**src/shared/psr_pkg.sv**
```systemverilog
// package: register map, field layout, reset values and carriers of the shadow readback block
package psr_pkg;
  localparam int unsigned PSR_NUM_CH = 6;
  localparam int unsigned PSR_NUM_CAPT = 4;
  localparam logic [7:0] PSR_ADDR_CONTROL = 8'h00;
  localparam logic [7:0] PSR_ADDR_PERIOD = 8'h04;
  localparam logic [7:0] PSR_ADDR_PRESCALE = 8'h08;
  localparam logic [7:0] PSR_ADDR_DELAY = 8'h0C;
  localparam logic [7:0] PSR_ADDR_ACT_BASE = 8'h10;
  localparam logic [7:0] PSR_ADDR_DEACT_BASE = 8'h28;
  localparam logic [7:0] PSR_ADDR_GEN_STAT = 8'h40;
  localparam logic [7:0] PSR_ADDR_GEN_MASK = 8'h44;
  localparam logic [7:0] PSR_ADDR_MATCH_STAT = 8'h48;
  localparam logic [7:0] PSR_ADDR_MATCH_MASK = 8'h4C;
  localparam logic [7:0] PSR_ADDR_CAPT_STAT = 8'h50;
  localparam logic [7:0] PSR_ADDR_CAPT_MASK = 8'h54;
  // control mirror field positions
  localparam int unsigned PSR_BURST_LSB = 16;
  localparam int unsigned PSR_LEVEL_LSB = 0;
  // interrupt bit positions and status register widths
  localparam int unsigned PSR_GEN_WRAP = 0;
  localparam int unsigned PSR_GEN_XFER = 1;
  localparam int unsigned PSR_GEN_UPD = 2;
  localparam int unsigned PSR_GEN_TRAP = 3;
  localparam int unsigned PSR_MATCH_DEACT_LSB = 6;
  localparam int unsigned PSR_GEN_W = 4;
  localparam int unsigned PSR_MATCH_W = 12;
  localparam int unsigned PSR_CAPT_W = 4;
  // reset values
  localparam logic [5:0] PSR_RST_BURST = 6'h00;
  localparam logic [5:0] PSR_RST_LEVEL = 6'h3F;
  localparam logic [15:0] PSR_RST_PERIOD = 16'hFFFF;
  localparam logic [15:0] PSR_RST_PRESCALE = 16'hFFFF;
  localparam logic [15:0] PSR_RST_DELAY = 16'h0000;
  localparam logic [15:0] PSR_RST_MATCH = 16'h0000;
  localparam logic [3:0] PSR_RST_GEN_MASK = 4'h0;
  localparam logic [11:0] PSR_RST_MATCH_MASK = 12'h000;
  localparam logic [3:0] PSR_RST_CAPT_MASK = 4'h0;

  // values in use in the pwm domain
  typedef struct packed {
    logic [5:0] burst_enable_mirror;
    logic [5:0] active_level_mirror;
    logic [15:0] period_value_mirror;
    logic [15:0] prescale_value_mirror;
    logic [15:0] delay_value_mirror;
    logic [PSR_NUM_CH-1:0][15:0] activation_value_mirror;
    logic [PSR_NUM_CH-1:0][15:0] deactivation_value_mirror;
  } psr_shadow_t;

  // one-cycle event pulses from the pwm core
  typedef struct packed {
    logic trap_emergency_flag;
    logic update_done_flag;
    logic transfer_done_flag;
    logic wrap_flag;
    logic [PSR_NUM_CH-1:0] deactivation_hit;
    logic [PSR_NUM_CH-1:0] activation_hit;
    logic [PSR_NUM_CAPT-1:0] capture_hit;
  } psr_events_t;
endpackage

```
**src/psr_shadow_readback.sv**
```systemverilog
// shadow readback registers and interrupt sources of a pwm unit, apb slave
//
// The register offsets and the APB interface to the registers were decided locally.
`timescale 1ns/10ps
// Notes on behaviour
// - shadow registers are read-only and show values the pwm core uses
// - control mirror: burst enable bits 21..16 reset 00h, level bits 5..0 reset 3Fh
// - period mirror bits 15..0, reset FFFFh
// - prescale mirror bits 15..0, reset FFFFh
// - sync delay mirror bits 15..0, reset 0000h
// - six activation match mirrors, bits 15..0, reset 0000h
// - six deactivation match mirrors, bits 15..0, reset 0000h
// - reserved bits of the mirrors read as zero
// - two active-high interrupt outputs, match/capture and general
// - match/capture line from twelve matches and captures; general from the rest
// - general bits: trap 3, update 2, transfer 1, overflow 0; upper unused
// - match bits: deactivation 11..6, activation 5..0; upper unused
// - capture channels 3..0 at bits 3..0; upper unused
module psr_shadow_readback #(
  parameter int unsigned ADDR_W = 8
) (
  input wire logic clk,
  input wire logic rstn,
  input wire logic psel,
  input wire logic penable,
  input wire logic pwrite,
  input wire logic [ADDR_W-1:0] paddr,
  input wire logic [31:0] pwdata,
  output logic [31:0] prdata,
  output logic pready,
  output logic pslverr,
  input wire psr_pkg::psr_shadow_t in_use,
  input wire logic xfer_complete,
  input wire psr_pkg::psr_events_t events,
  output logic irq_capt_match,
  output logic irq_pwm
);

  psr_pkg::psr_shadow_t shadow_r;
  logic [31:0] prdata_r;
  logic pslverr_r;
  logic [psr_pkg::PSR_GEN_W-1:0] gen_stat_r;
  logic [psr_pkg::PSR_GEN_W-1:0] gen_stat_nxt;
  logic [psr_pkg::PSR_GEN_W-1:0] gen_mask_r;
  logic [psr_pkg::PSR_MATCH_W-1:0] match_stat_r;
  logic [psr_pkg::PSR_MATCH_W-1:0] match_stat_nxt;
  logic [psr_pkg::PSR_MATCH_W-1:0] match_mask_r;
  logic [psr_pkg::PSR_CAPT_W-1:0] capt_stat_r;
  logic [psr_pkg::PSR_CAPT_W-1:0] capt_stat_nxt;
  logic [psr_pkg::PSR_CAPT_W-1:0] capt_mask_r;
  logic [psr_pkg::PSR_GEN_W-1:0] gen_set;
  logic [psr_pkg::PSR_MATCH_W-1:0] match_set;
  logic [7:0] addr8;
  logic setup_phase;
  logic acc_rd;
  logic acc_wr;
  logic [31:0] rd_mux;
  logic rd_err;
  logic wr_err;

  // apb phase decode
  assign addr8 = 8'(paddr);
  assign setup_phase = psel && !penable;
  assign acc_rd = psel && penable && !pwrite;
  assign acc_wr = psel && penable && pwrite;
  assign pready = 1'b1;
  assign prdata = prdata_r;
  assign pslverr = pslverr_r;

  // shadow copy follows the pwm domain only at transfer completion
  always_ff @(posedge clk or negedge rstn) begin
    if (!rstn) begin
      shadow_r.burst_enable_mirror <= psr_pkg::PSR_RST_BURST;
      shadow_r.active_level_mirror <= psr_pkg::PSR_RST_LEVEL;
      shadow_r.period_value_mirror <= psr_pkg::PSR_RST_PERIOD;
      shadow_r.prescale_value_mirror <= psr_pkg::PSR_RST_PRESCALE;
      shadow_r.delay_value_mirror <= psr_pkg::PSR_RST_DELAY;
      shadow_r.activation_value_mirror <= {psr_pkg::PSR_NUM_CH{psr_pkg::PSR_RST_MATCH}};
      shadow_r.deactivation_value_mirror <= {psr_pkg::PSR_NUM_CH{psr_pkg::PSR_RST_MATCH}};
    end else if (xfer_complete) begin
      shadow_r <= in_use;
    end
  end

  // read mux over mirrors and interrupt registers
  always_comb begin
    rd_mux = 32'h0000_0000;
    rd_err = 1'b0;
    unique case (addr8)
      psr_pkg::PSR_ADDR_CONTROL: begin
        rd_mux[psr_pkg::PSR_BURST_LSB +: 6] = shadow_r.burst_enable_mirror;
        rd_mux[psr_pkg::PSR_LEVEL_LSB +: 6] = shadow_r.active_level_mirror;
      end
      psr_pkg::PSR_ADDR_PERIOD: rd_mux[15:0] = shadow_r.period_value_mirror;
      psr_pkg::PSR_ADDR_PRESCALE: rd_mux[15:0] = shadow_r.prescale_value_mirror;
      psr_pkg::PSR_ADDR_DELAY: rd_mux[15:0] = shadow_r.delay_value_mirror;
      psr_pkg::PSR_ADDR_GEN_STAT: rd_mux[psr_pkg::PSR_GEN_W-1:0] = gen_stat_r;
      psr_pkg::PSR_ADDR_GEN_MASK: rd_mux[psr_pkg::PSR_GEN_W-1:0] = gen_mask_r;
      psr_pkg::PSR_ADDR_MATCH_STAT: rd_mux[psr_pkg::PSR_MATCH_W-1:0] = match_stat_r;
      psr_pkg::PSR_ADDR_MATCH_MASK: rd_mux[psr_pkg::PSR_MATCH_W-1:0] = match_mask_r;
      psr_pkg::PSR_ADDR_CAPT_STAT: rd_mux[psr_pkg::PSR_CAPT_W-1:0] = capt_stat_r;
      psr_pkg::PSR_ADDR_CAPT_MASK: rd_mux[psr_pkg::PSR_CAPT_W-1:0] = capt_mask_r;
      default: begin
        rd_err = 1'b1;
        for (int i = 0; i < psr_pkg::PSR_NUM_CH; i++) begin
          if (addr8 == 8'(psr_pkg::PSR_ADDR_ACT_BASE + 8'(4 * i))) begin
            rd_mux[15:0] = shadow_r.activation_value_mirror[i];
            rd_err = 1'b0;
          end
          if (addr8 == 8'(psr_pkg::PSR_ADDR_DEACT_BASE + 8'(4 * i))) begin
            rd_mux[15:0] = shadow_r.deactivation_value_mirror[i];
            rd_err = 1'b0;
          end
        end
      end
    endcase
  end

  // only the mask registers take writes; mirrors refuse them
  assign wr_err = !(addr8 == psr_pkg::PSR_ADDR_GEN_MASK ||
                    addr8 == psr_pkg::PSR_ADDR_MATCH_MASK ||
                    addr8 == psr_pkg::PSR_ADDR_CAPT_MASK);

  // read data and error captured in the setup cycle
  always_ff @(posedge clk or negedge rstn) begin
    if (!rstn) begin
      prdata_r <= 32'h0000_0000;
      pslverr_r <= 1'b0;
    end else if (setup_phase) begin
      prdata_r <= pwrite ? 32'h0000_0000 : rd_mux;
      pslverr_r <= pwrite ? wr_err : rd_err;
    end
  end

  // mask registers
  always_ff @(posedge clk or negedge rstn) begin
    if (!rstn) begin
      gen_mask_r <= psr_pkg::PSR_RST_GEN_MASK;
      match_mask_r <= psr_pkg::PSR_RST_MATCH_MASK;
      capt_mask_r <= psr_pkg::PSR_RST_CAPT_MASK;
    end else if (acc_wr) begin
      if (addr8 == psr_pkg::PSR_ADDR_GEN_MASK) begin
        gen_mask_r <= pwdata[psr_pkg::PSR_GEN_W-1:0];
      end
      if (addr8 == psr_pkg::PSR_ADDR_MATCH_MASK) begin
        match_mask_r <= pwdata[psr_pkg::PSR_MATCH_W-1:0];
      end
      if (addr8 == psr_pkg::PSR_ADDR_CAPT_MASK) begin
        capt_mask_r <= pwdata[psr_pkg::PSR_CAPT_W-1:0];
      end
    end
  end

  // event bit placement
  always_comb begin
    gen_set = '0;
    gen_set[psr_pkg::PSR_GEN_TRAP] = events.trap_emergency_flag;
    gen_set[psr_pkg::PSR_GEN_UPD] = events.update_done_flag;
    gen_set[psr_pkg::PSR_GEN_XFER] = events.transfer_done_flag;
    gen_set[psr_pkg::PSR_GEN_WRAP] = events.wrap_flag;
    match_set = {events.deactivation_hit, events.activation_hit};
  end

  // sticky status: a read clears only the bits it returned, a new event wins
  always_comb begin
    gen_stat_nxt = gen_stat_r;
    match_stat_nxt = match_stat_r;
    capt_stat_nxt = capt_stat_r;
    if (acc_rd && addr8 == psr_pkg::PSR_ADDR_GEN_STAT) begin
      gen_stat_nxt = gen_stat_r & ~prdata_r[psr_pkg::PSR_GEN_W-1:0];
    end
    if (acc_rd && addr8 == psr_pkg::PSR_ADDR_MATCH_STAT) begin
      match_stat_nxt = match_stat_r & ~prdata_r[psr_pkg::PSR_MATCH_W-1:0];
    end
    if (acc_rd && addr8 == psr_pkg::PSR_ADDR_CAPT_STAT) begin
      capt_stat_nxt = capt_stat_r & ~prdata_r[psr_pkg::PSR_CAPT_W-1:0];
    end
    gen_stat_nxt = gen_stat_nxt | gen_set;
    match_stat_nxt = match_stat_nxt | match_set;
    capt_stat_nxt = capt_stat_nxt | events.capture_hit;
  end

  // status registers
  always_ff @(posedge clk or negedge rstn) begin
    if (!rstn) begin
      gen_stat_r <= '0;
      match_stat_r <= '0;
      capt_stat_r <= '0;
    end else begin
      gen_stat_r <= gen_stat_nxt;
      match_stat_r <= match_stat_nxt;
      capt_stat_r <= capt_stat_nxt;
    end
  end

  // two level request lines
  assign irq_capt_match = |(match_stat_r & match_mask_r) |
                          |(capt_stat_r & capt_mask_r);
  assign irq_pwm = |(gen_stat_r & gen_mask_r);
endmodule // psr_shadow_readback

```
**config.mk**
```make
export PLATFORM = sky130hd
export DESIGN_NAME = psr_shadow_readback
export DESIGN_NICKNAME = d
export VERILOG_FILES = /design/src/shared/psr_pkg.sv /design/src/psr_shadow_readback.sv
export SDC_FILE = /design/constraint.sdc
export NUM_CORES = 1
export LEC_CHECK = 0
export ABC_CLOCK_PERIOD_IN_PS = 1400
export BUFFER_PORTS_ARGS = -buffer_cell sky130_fd_sc_hd__buf_2
export CORE_MARGIN = 10
export CORE_UTILIZATION = 49
export CTS_CLUSTER_DIAMETER = 100
export DETAILED_ROUTE_END_ITERATION = 10
export PLACE_DENSITY = 0.77
export SETUP_SLACK_MARGIN = 0.2
export SLEW_MARGIN = 20
export SYNTH_ARGS = -nofsm -noshare
export SYNTH_HDL_FRONTEND = slang
export SYNTH_SLANG_ARGS = --single-unit
```
**constraint.sdc**
```tcl
create_clock -name clk -period 1.4 [get_ports clk]
set_input_delay 0.14 -clock clk [delete_from_list [all_inputs] [get_ports clk]]
set_output_delay 0.14 -clock clk [all_outputs]
set_load 0.005 [all_outputs]
```
==> Yosys cells after proc, flatten, opt, wreduce, memory -nomap -nowiden <==
Cells that the tools add are included.
Widths: inputs -> output; s select.
{ "totals": {"regBits": 325, "word_cells": 116, "out_inout_bits": 36} }
{ "classes": {"muxes": 35, "n_bitwise": 12, "eq_ne": 21, "n_reduce_logical": 23} }
{ "op_table": {"columns": ["operator", "count"], "rows": [
  ["$mux 16", 12],
  ["$eq 8x6->1 const B", 8],
  ["$eq 8x7->1 const B", 6],
  ["$pmux 4 s10", 1],
  ["$pmux 6 s6", 1],
  ["$eq 8x5->1 const B", 4],
  ["$and 12x12->12", 2],
  ["$mux 22", 1],
  ["$and 4x4->4", 4],
  ["$eq 8x4->1 const B", 2],
  ["$pmux 4 s4", 1],
  ["$mux 1", 14],
  ["$pmux 2 s7", 1],
  ["$mux 12", 1],
  ["$not 12->12", 1],
  ["$or 12x12->12", 1],
  ["$reduce_or 12->1", 1],
  ["$reduce_or 4->1", 3],
  ["$reduce_or 10->1", 1],
  ["$eq 8x3->1 const B", 1],
  ["$logic_not 8->1", 1],
  ["$mux 4", 2],
  ["$or 4x4->4", 2],
  ["$logic_and 1x1->1", 7],
  ["8 further kinds", 13]
]} }

==> Logic depth before layout (Yosys ltp) <==
{ "depth": {"ltp_word": 15, "ltp_mapped": 10} }

==> Worst setup path after synthesis <==
No wires, ideal clock.
{ "synth_path": {"path_kind": "input -> register", "from": "input paddr[7]", "to": "register match_mask_r[10] in the netlist's numbering", "stages": 6, "path_slack_ps": -437, "setup_time_ps": 125, "path_buffers": 3, "t_arrival_ps": 1712, "cell_sequence": "buf_2 > or4b_1 > clkbuf_1 > nor3_2 > buf_2 > mux2_2"} }
{ "synth_via": {"elab_chain_cells": 2} }
{ "synth_lines": {"columns": ["item", "line_no", "text"], "rows": [
  ["start: declaration", "psr_shadow_readback.sv:27", "input wire logic [ADDR_W-1:0] paddr,"],
  ["$eq 8x7->1", "psr_shadow_readback.sv:145", "if (addr8 == psr_pkg::PSR_ADDR_MATCH_MASK) begin"],
  ["$reduce_and 2->1 (no line)", null, null],
  ["end signal: assignment", "psr_shadow_readback.sv:139", "match_mask_r <= psr_pkg::PSR_RST_MATCH_MASK;"],
  ["end signal: assignment", "psr_shadow_readback.sv:146", "match_mask_r <= pwdata[psr_pkg::PSR_MATCH_W-1:0];"],
  ["end: declaration", "psr_shadow_readback.sv:47", "logic [psr_pkg::PSR_MATCH_W-1:0] match_mask_r;"]
]} }
No other way between the ends.
A chain may end at the register's enable or synchronous reset.

==> Worst setup path in the final report <==
{ "layout_path": {"from": "register match_stat_r[8] in the netlist's numbering", "to": "output irq_capt_match"} }
{ "layout_via": {"elab_chain_cells": 3} }
{ "layout_lines": {"columns": ["item", "line_no", "text"], "rows": [
  ["start: declaration", "psr_shadow_readback.sv:45", "logic [psr_pkg::PSR_MATCH_W-1:0] match_stat_r;"],
  ["start signal: assignment", "psr_shadow_readback.sv:191", "match_stat_r <= match_stat_nxt;"],
  ["$and 12x12->12", "psr_shadow_readback.sv:197", "assign irq_capt_match = |(match_stat_r & match_mask_r) |"],
  ["$reduce_or 12->1", "psr_shadow_readback.sv:197", null],
  ["$or 1x1->1", "psr_shadow_readback.sv:198", "|(capt_stat_r & capt_mask_r);"],
  ["end: declaration", "psr_shadow_readback.sv:35", "output logic irq_capt_match,"]
]} }
No other way between the ends.

==> results.py <==
metrics = {
    "run_status": {
        "status": "finished, violations left",
        "violations": "setup timing",
    },
    "routing": {
        "ant_nets": 0,
        "wirelength_mm": 73.29,
        "wl_per_cell_um": 28.85,
        "via_count": 15470,
        "vias_per_cell": 6.091,
        "drc_errors": 0,
        "drtPass1Iterations": 5,
        "drt_iter0_drc": 1486,
    },
    "global_routing": {
        "grt_max_degree": 49,
        "grt_pass1_wl_mm": 106.9,
        "antenna_found_initial": 4,
        "grt_pass1_vias": 16627,
        "grt_usage_pct": 36.49,
        "overflow": 0,
    },
    "finish": {
        "stdcell_area_um2": 24730,
        "final_layout_size_suffix_gt1_share_pct": 54.63,
        "fin_nets": 2434,
        "syn_to_final_growth_pct": 63.76,
    },
    "critical_path": {
        "cp-start-kind": "flip-flop",
        "crit_path_max_fanout": 2,
        "cp.arrival_ns": 1.92,
        "critPathMaxStageDelay_ns": 0.40,
        "cp.required_ns": 1.26,
        "critical_path_class": "reg2out",
        "critPathCaptureType": "output pin",
        "crit_path_top_delay_cell": "dfrtp_1",
        "worstPathCellList": "buf_6 > a22o_4 > a221oi_2 > nand4_1 > buf_2",
    },
    "logic_synthesis": {
        "synth.top_cell.area_share_pct": 45.90,
        "syn_avg_cell_area_um2": 12.22,
        "synth_compound_area_share_pct": 12.08,
        "synth_top_family_by_area": "multiplexers",
        "synth_top_cells_by_count": "dfrtp_1, mux2_2, nand2_1",
        "synth_adder_area_share_pct": 0,
        "syn_area_um2": 15100,
        "yosysMostFrequentCell": "dfrtp_1",
        "ys_ff_latch": 315,
        "yosys.area_share.simple_pct": 8.127,
        "async_flop_share_pct": 100.0,
        "synth_top_cell_by_area": "dfrtp_1",
        "synth-edff-count": 0,
        "yosys-mux-area-fraction_pct": 23.97,
        "dominantRegCellSynth": "dfrtp_1",
        "seq_area_frac_synth_pct": 52.51,
        "synth_cell_types": 76,
        "yosysWarningCount": 0,
        "synthXorXnorAreaFrac_pct": 0.05799,
        "syn_inst": 1236,
        "synth.area.top_cells": "dfrtp_1, mux2_2, dfstp_2, mux2i_1, nand2_1",
    },
    "placement": {
        "hpwl_mm": 45.65,
        "place_area_um2": 19270,
        "io_buffers": 322,
        "dp_slack_ns": -0.7673,
        "globalplace.congestion": 0.9966,
    },
    "die": {
        "io_pins": 354,
        "fp.dieW_um": 195.6,
        "fp.dieH_um": 195.6,
        "coreArea_um2": 30510,
        "start_util_pct": 49.50,
        "die_area_um2": 38250,
        "rows": 64,
    },
    "sta": {
        "hold_viol": 0,
        "fmax_mhz": 485.1,
        "slew_headroom_pct": 62.84,
        "fin_crit_ns": 2.061,
        "max_slew.worst_pin.slew_ns": 0.5563,
        "min_period_over_period_pct": 147.2,
        "fin_worst_skew_ns": 0.02883,
        "drv_slew": 0,
        "setup_ws_ns": -0.6615,
        "setup_violations": 21,
        "rsz0062_at_grt": "true",
    },
    "worst_hold_path": {
        "holdCritPathClass": "in2reg",
    },
    "power": {
        "ir_worst_vdd_v": 0.001032,
        "p_per_area_nw_per_um2": 995.2,
        "leakage_nw": 11.08,
    },
    "cts": {
        "htreeDepth": 2,
        "cts.clk_slew.worst_paths_ns": 0.07,
        "cts_buffers": 36,
        "cts_buffer_depth": 3,
        "cts.sinks": 315,
        "clock_latency_ns": 0.53,
        "cts_tree": "built",
        "cts_root_buf": "clkbuf_16",
    },
    "job": {
        "drv_cap": 0,
    },
}
[critical path, delay by kind of cell, from the launching register on]
| kind | cells | cell delay (ns) |
|---|---|---|
| buf+inv | 2 | 0.32 |
| compound gates | 2 | 0.45 |
| flops | 1 | 0.40 |
| simple gates | 1 | 0.21 |
[worst paths after layout]
path	slack, ns	startpoint	to	depth (start not counted)
min	0.12	xfer_complete	shadow_r[223]	3
max in group asynchronous	0.53	rstn	shadow_r[242]	3
max	-0.66	match_stat_r[8]	irq_capt_match	5
min reg2reg	0.50	shadow_r[248]	prdata[18]	1
max reg2reg	-0.37	shadow_r[31]	prdata[15]	6
min in group asynchronous	0.18	rstn	prdata[19]	2
[layer usage]
metal	vias to the layer above	part of all wire [%]	GRT usage, %
met5	-	0	0
met4	0	6.8	20.73
met3	342	9.4	8.650
met2	1155	49	60.66
met1	7640	35	42.48
li1	6333	-	-
[what timing repair did]
action	in CTS	in global routing
endpoints found under the setup margin	81	83
setup buffers	31	34
hold endpoints to repair	537	0
pin swaps	70	47
gates resized for setup	156	67
hold buffers	285	0
cloned	2	0
[metrics by stage]
step / util, % / hold WS [ns] / setup TNS (ns) / power (W) / instances
2_1_floorplan: - / -0.1556 / -13.04 / 0.01199 / 1245
5_1_grt: 81.07 / 0.1246 / -4.114 / 0.02514 / 2540
3_5_place_dp: 63.17 / 0.1120 / -36.21 / 0.01381 / 2122
6_report: 81.07 / 0.1153 / -3.458 / 0.02461 / 2540
3_3_place_gp: 63.17 / 0.1047 / -35.02 / 0.01371 / 2122
4_1_cts: 79.27 / 0.1090 / -2.457 / 0.02399 / 2502
[cell usage in the layout (no fill, tap or decap), drive strengths merged, types with 31 or more instances in the layout]
master / synthesis / final
a21oi: 46 / 46
mux2: 279 / 279
nor3: 31 / 31
nor2: 43 / 43
dfrtp: 277 / 277
mux2i: 35 / 35
dlygate4sd3: 0 / 285
dfstp: 38 / 38
o21ai: 57 / 57
buf: 49 / 647
clkbuf: 51 / 49
nand2: 80 / 80
[area by class of cell]
type	count	area [um2]
fillers	1627	5777
multi-input cells	825	7508
repair buffers	933	7589
diodes	4	10.01
well taps	396	495.5
flip-flops and latches	315	7934
inverters	5	21.27
clock inverters	13	133.9
clock buffers	49	1041
[kinds of logic after synthesis]
| kind of cell | Yosys count |
|---|---|
| AO/OA/AOI/OAI | 261 |
| buffers and inverters | 105 |
| XOR/XNOR | 1 |
| flip-flops | 315 |
| other | 2 |
| AND/OR/NAND/NOR | 233 |
| multiplexers | 319 |
[registers in the layout (all words and copies together) (netlist names)]
name and flops:
gen_mask_r 4, match_stat_r 12, match_mask_r 12, pslverr 1
capt_mask_r 4, shadow_r 252, gen_stat_r 4, capt_stat_r 4
prdata 22
[power breakdown]
part | switching [W] | internal [W]
Sequential | 0.000640 | 0.00994
Combinational | 0.00195 | 0.00243
Clock | 0.00404 | 0.00560
Total | 0.00664 | 0.0180
(Power assumes the default switching activity.)
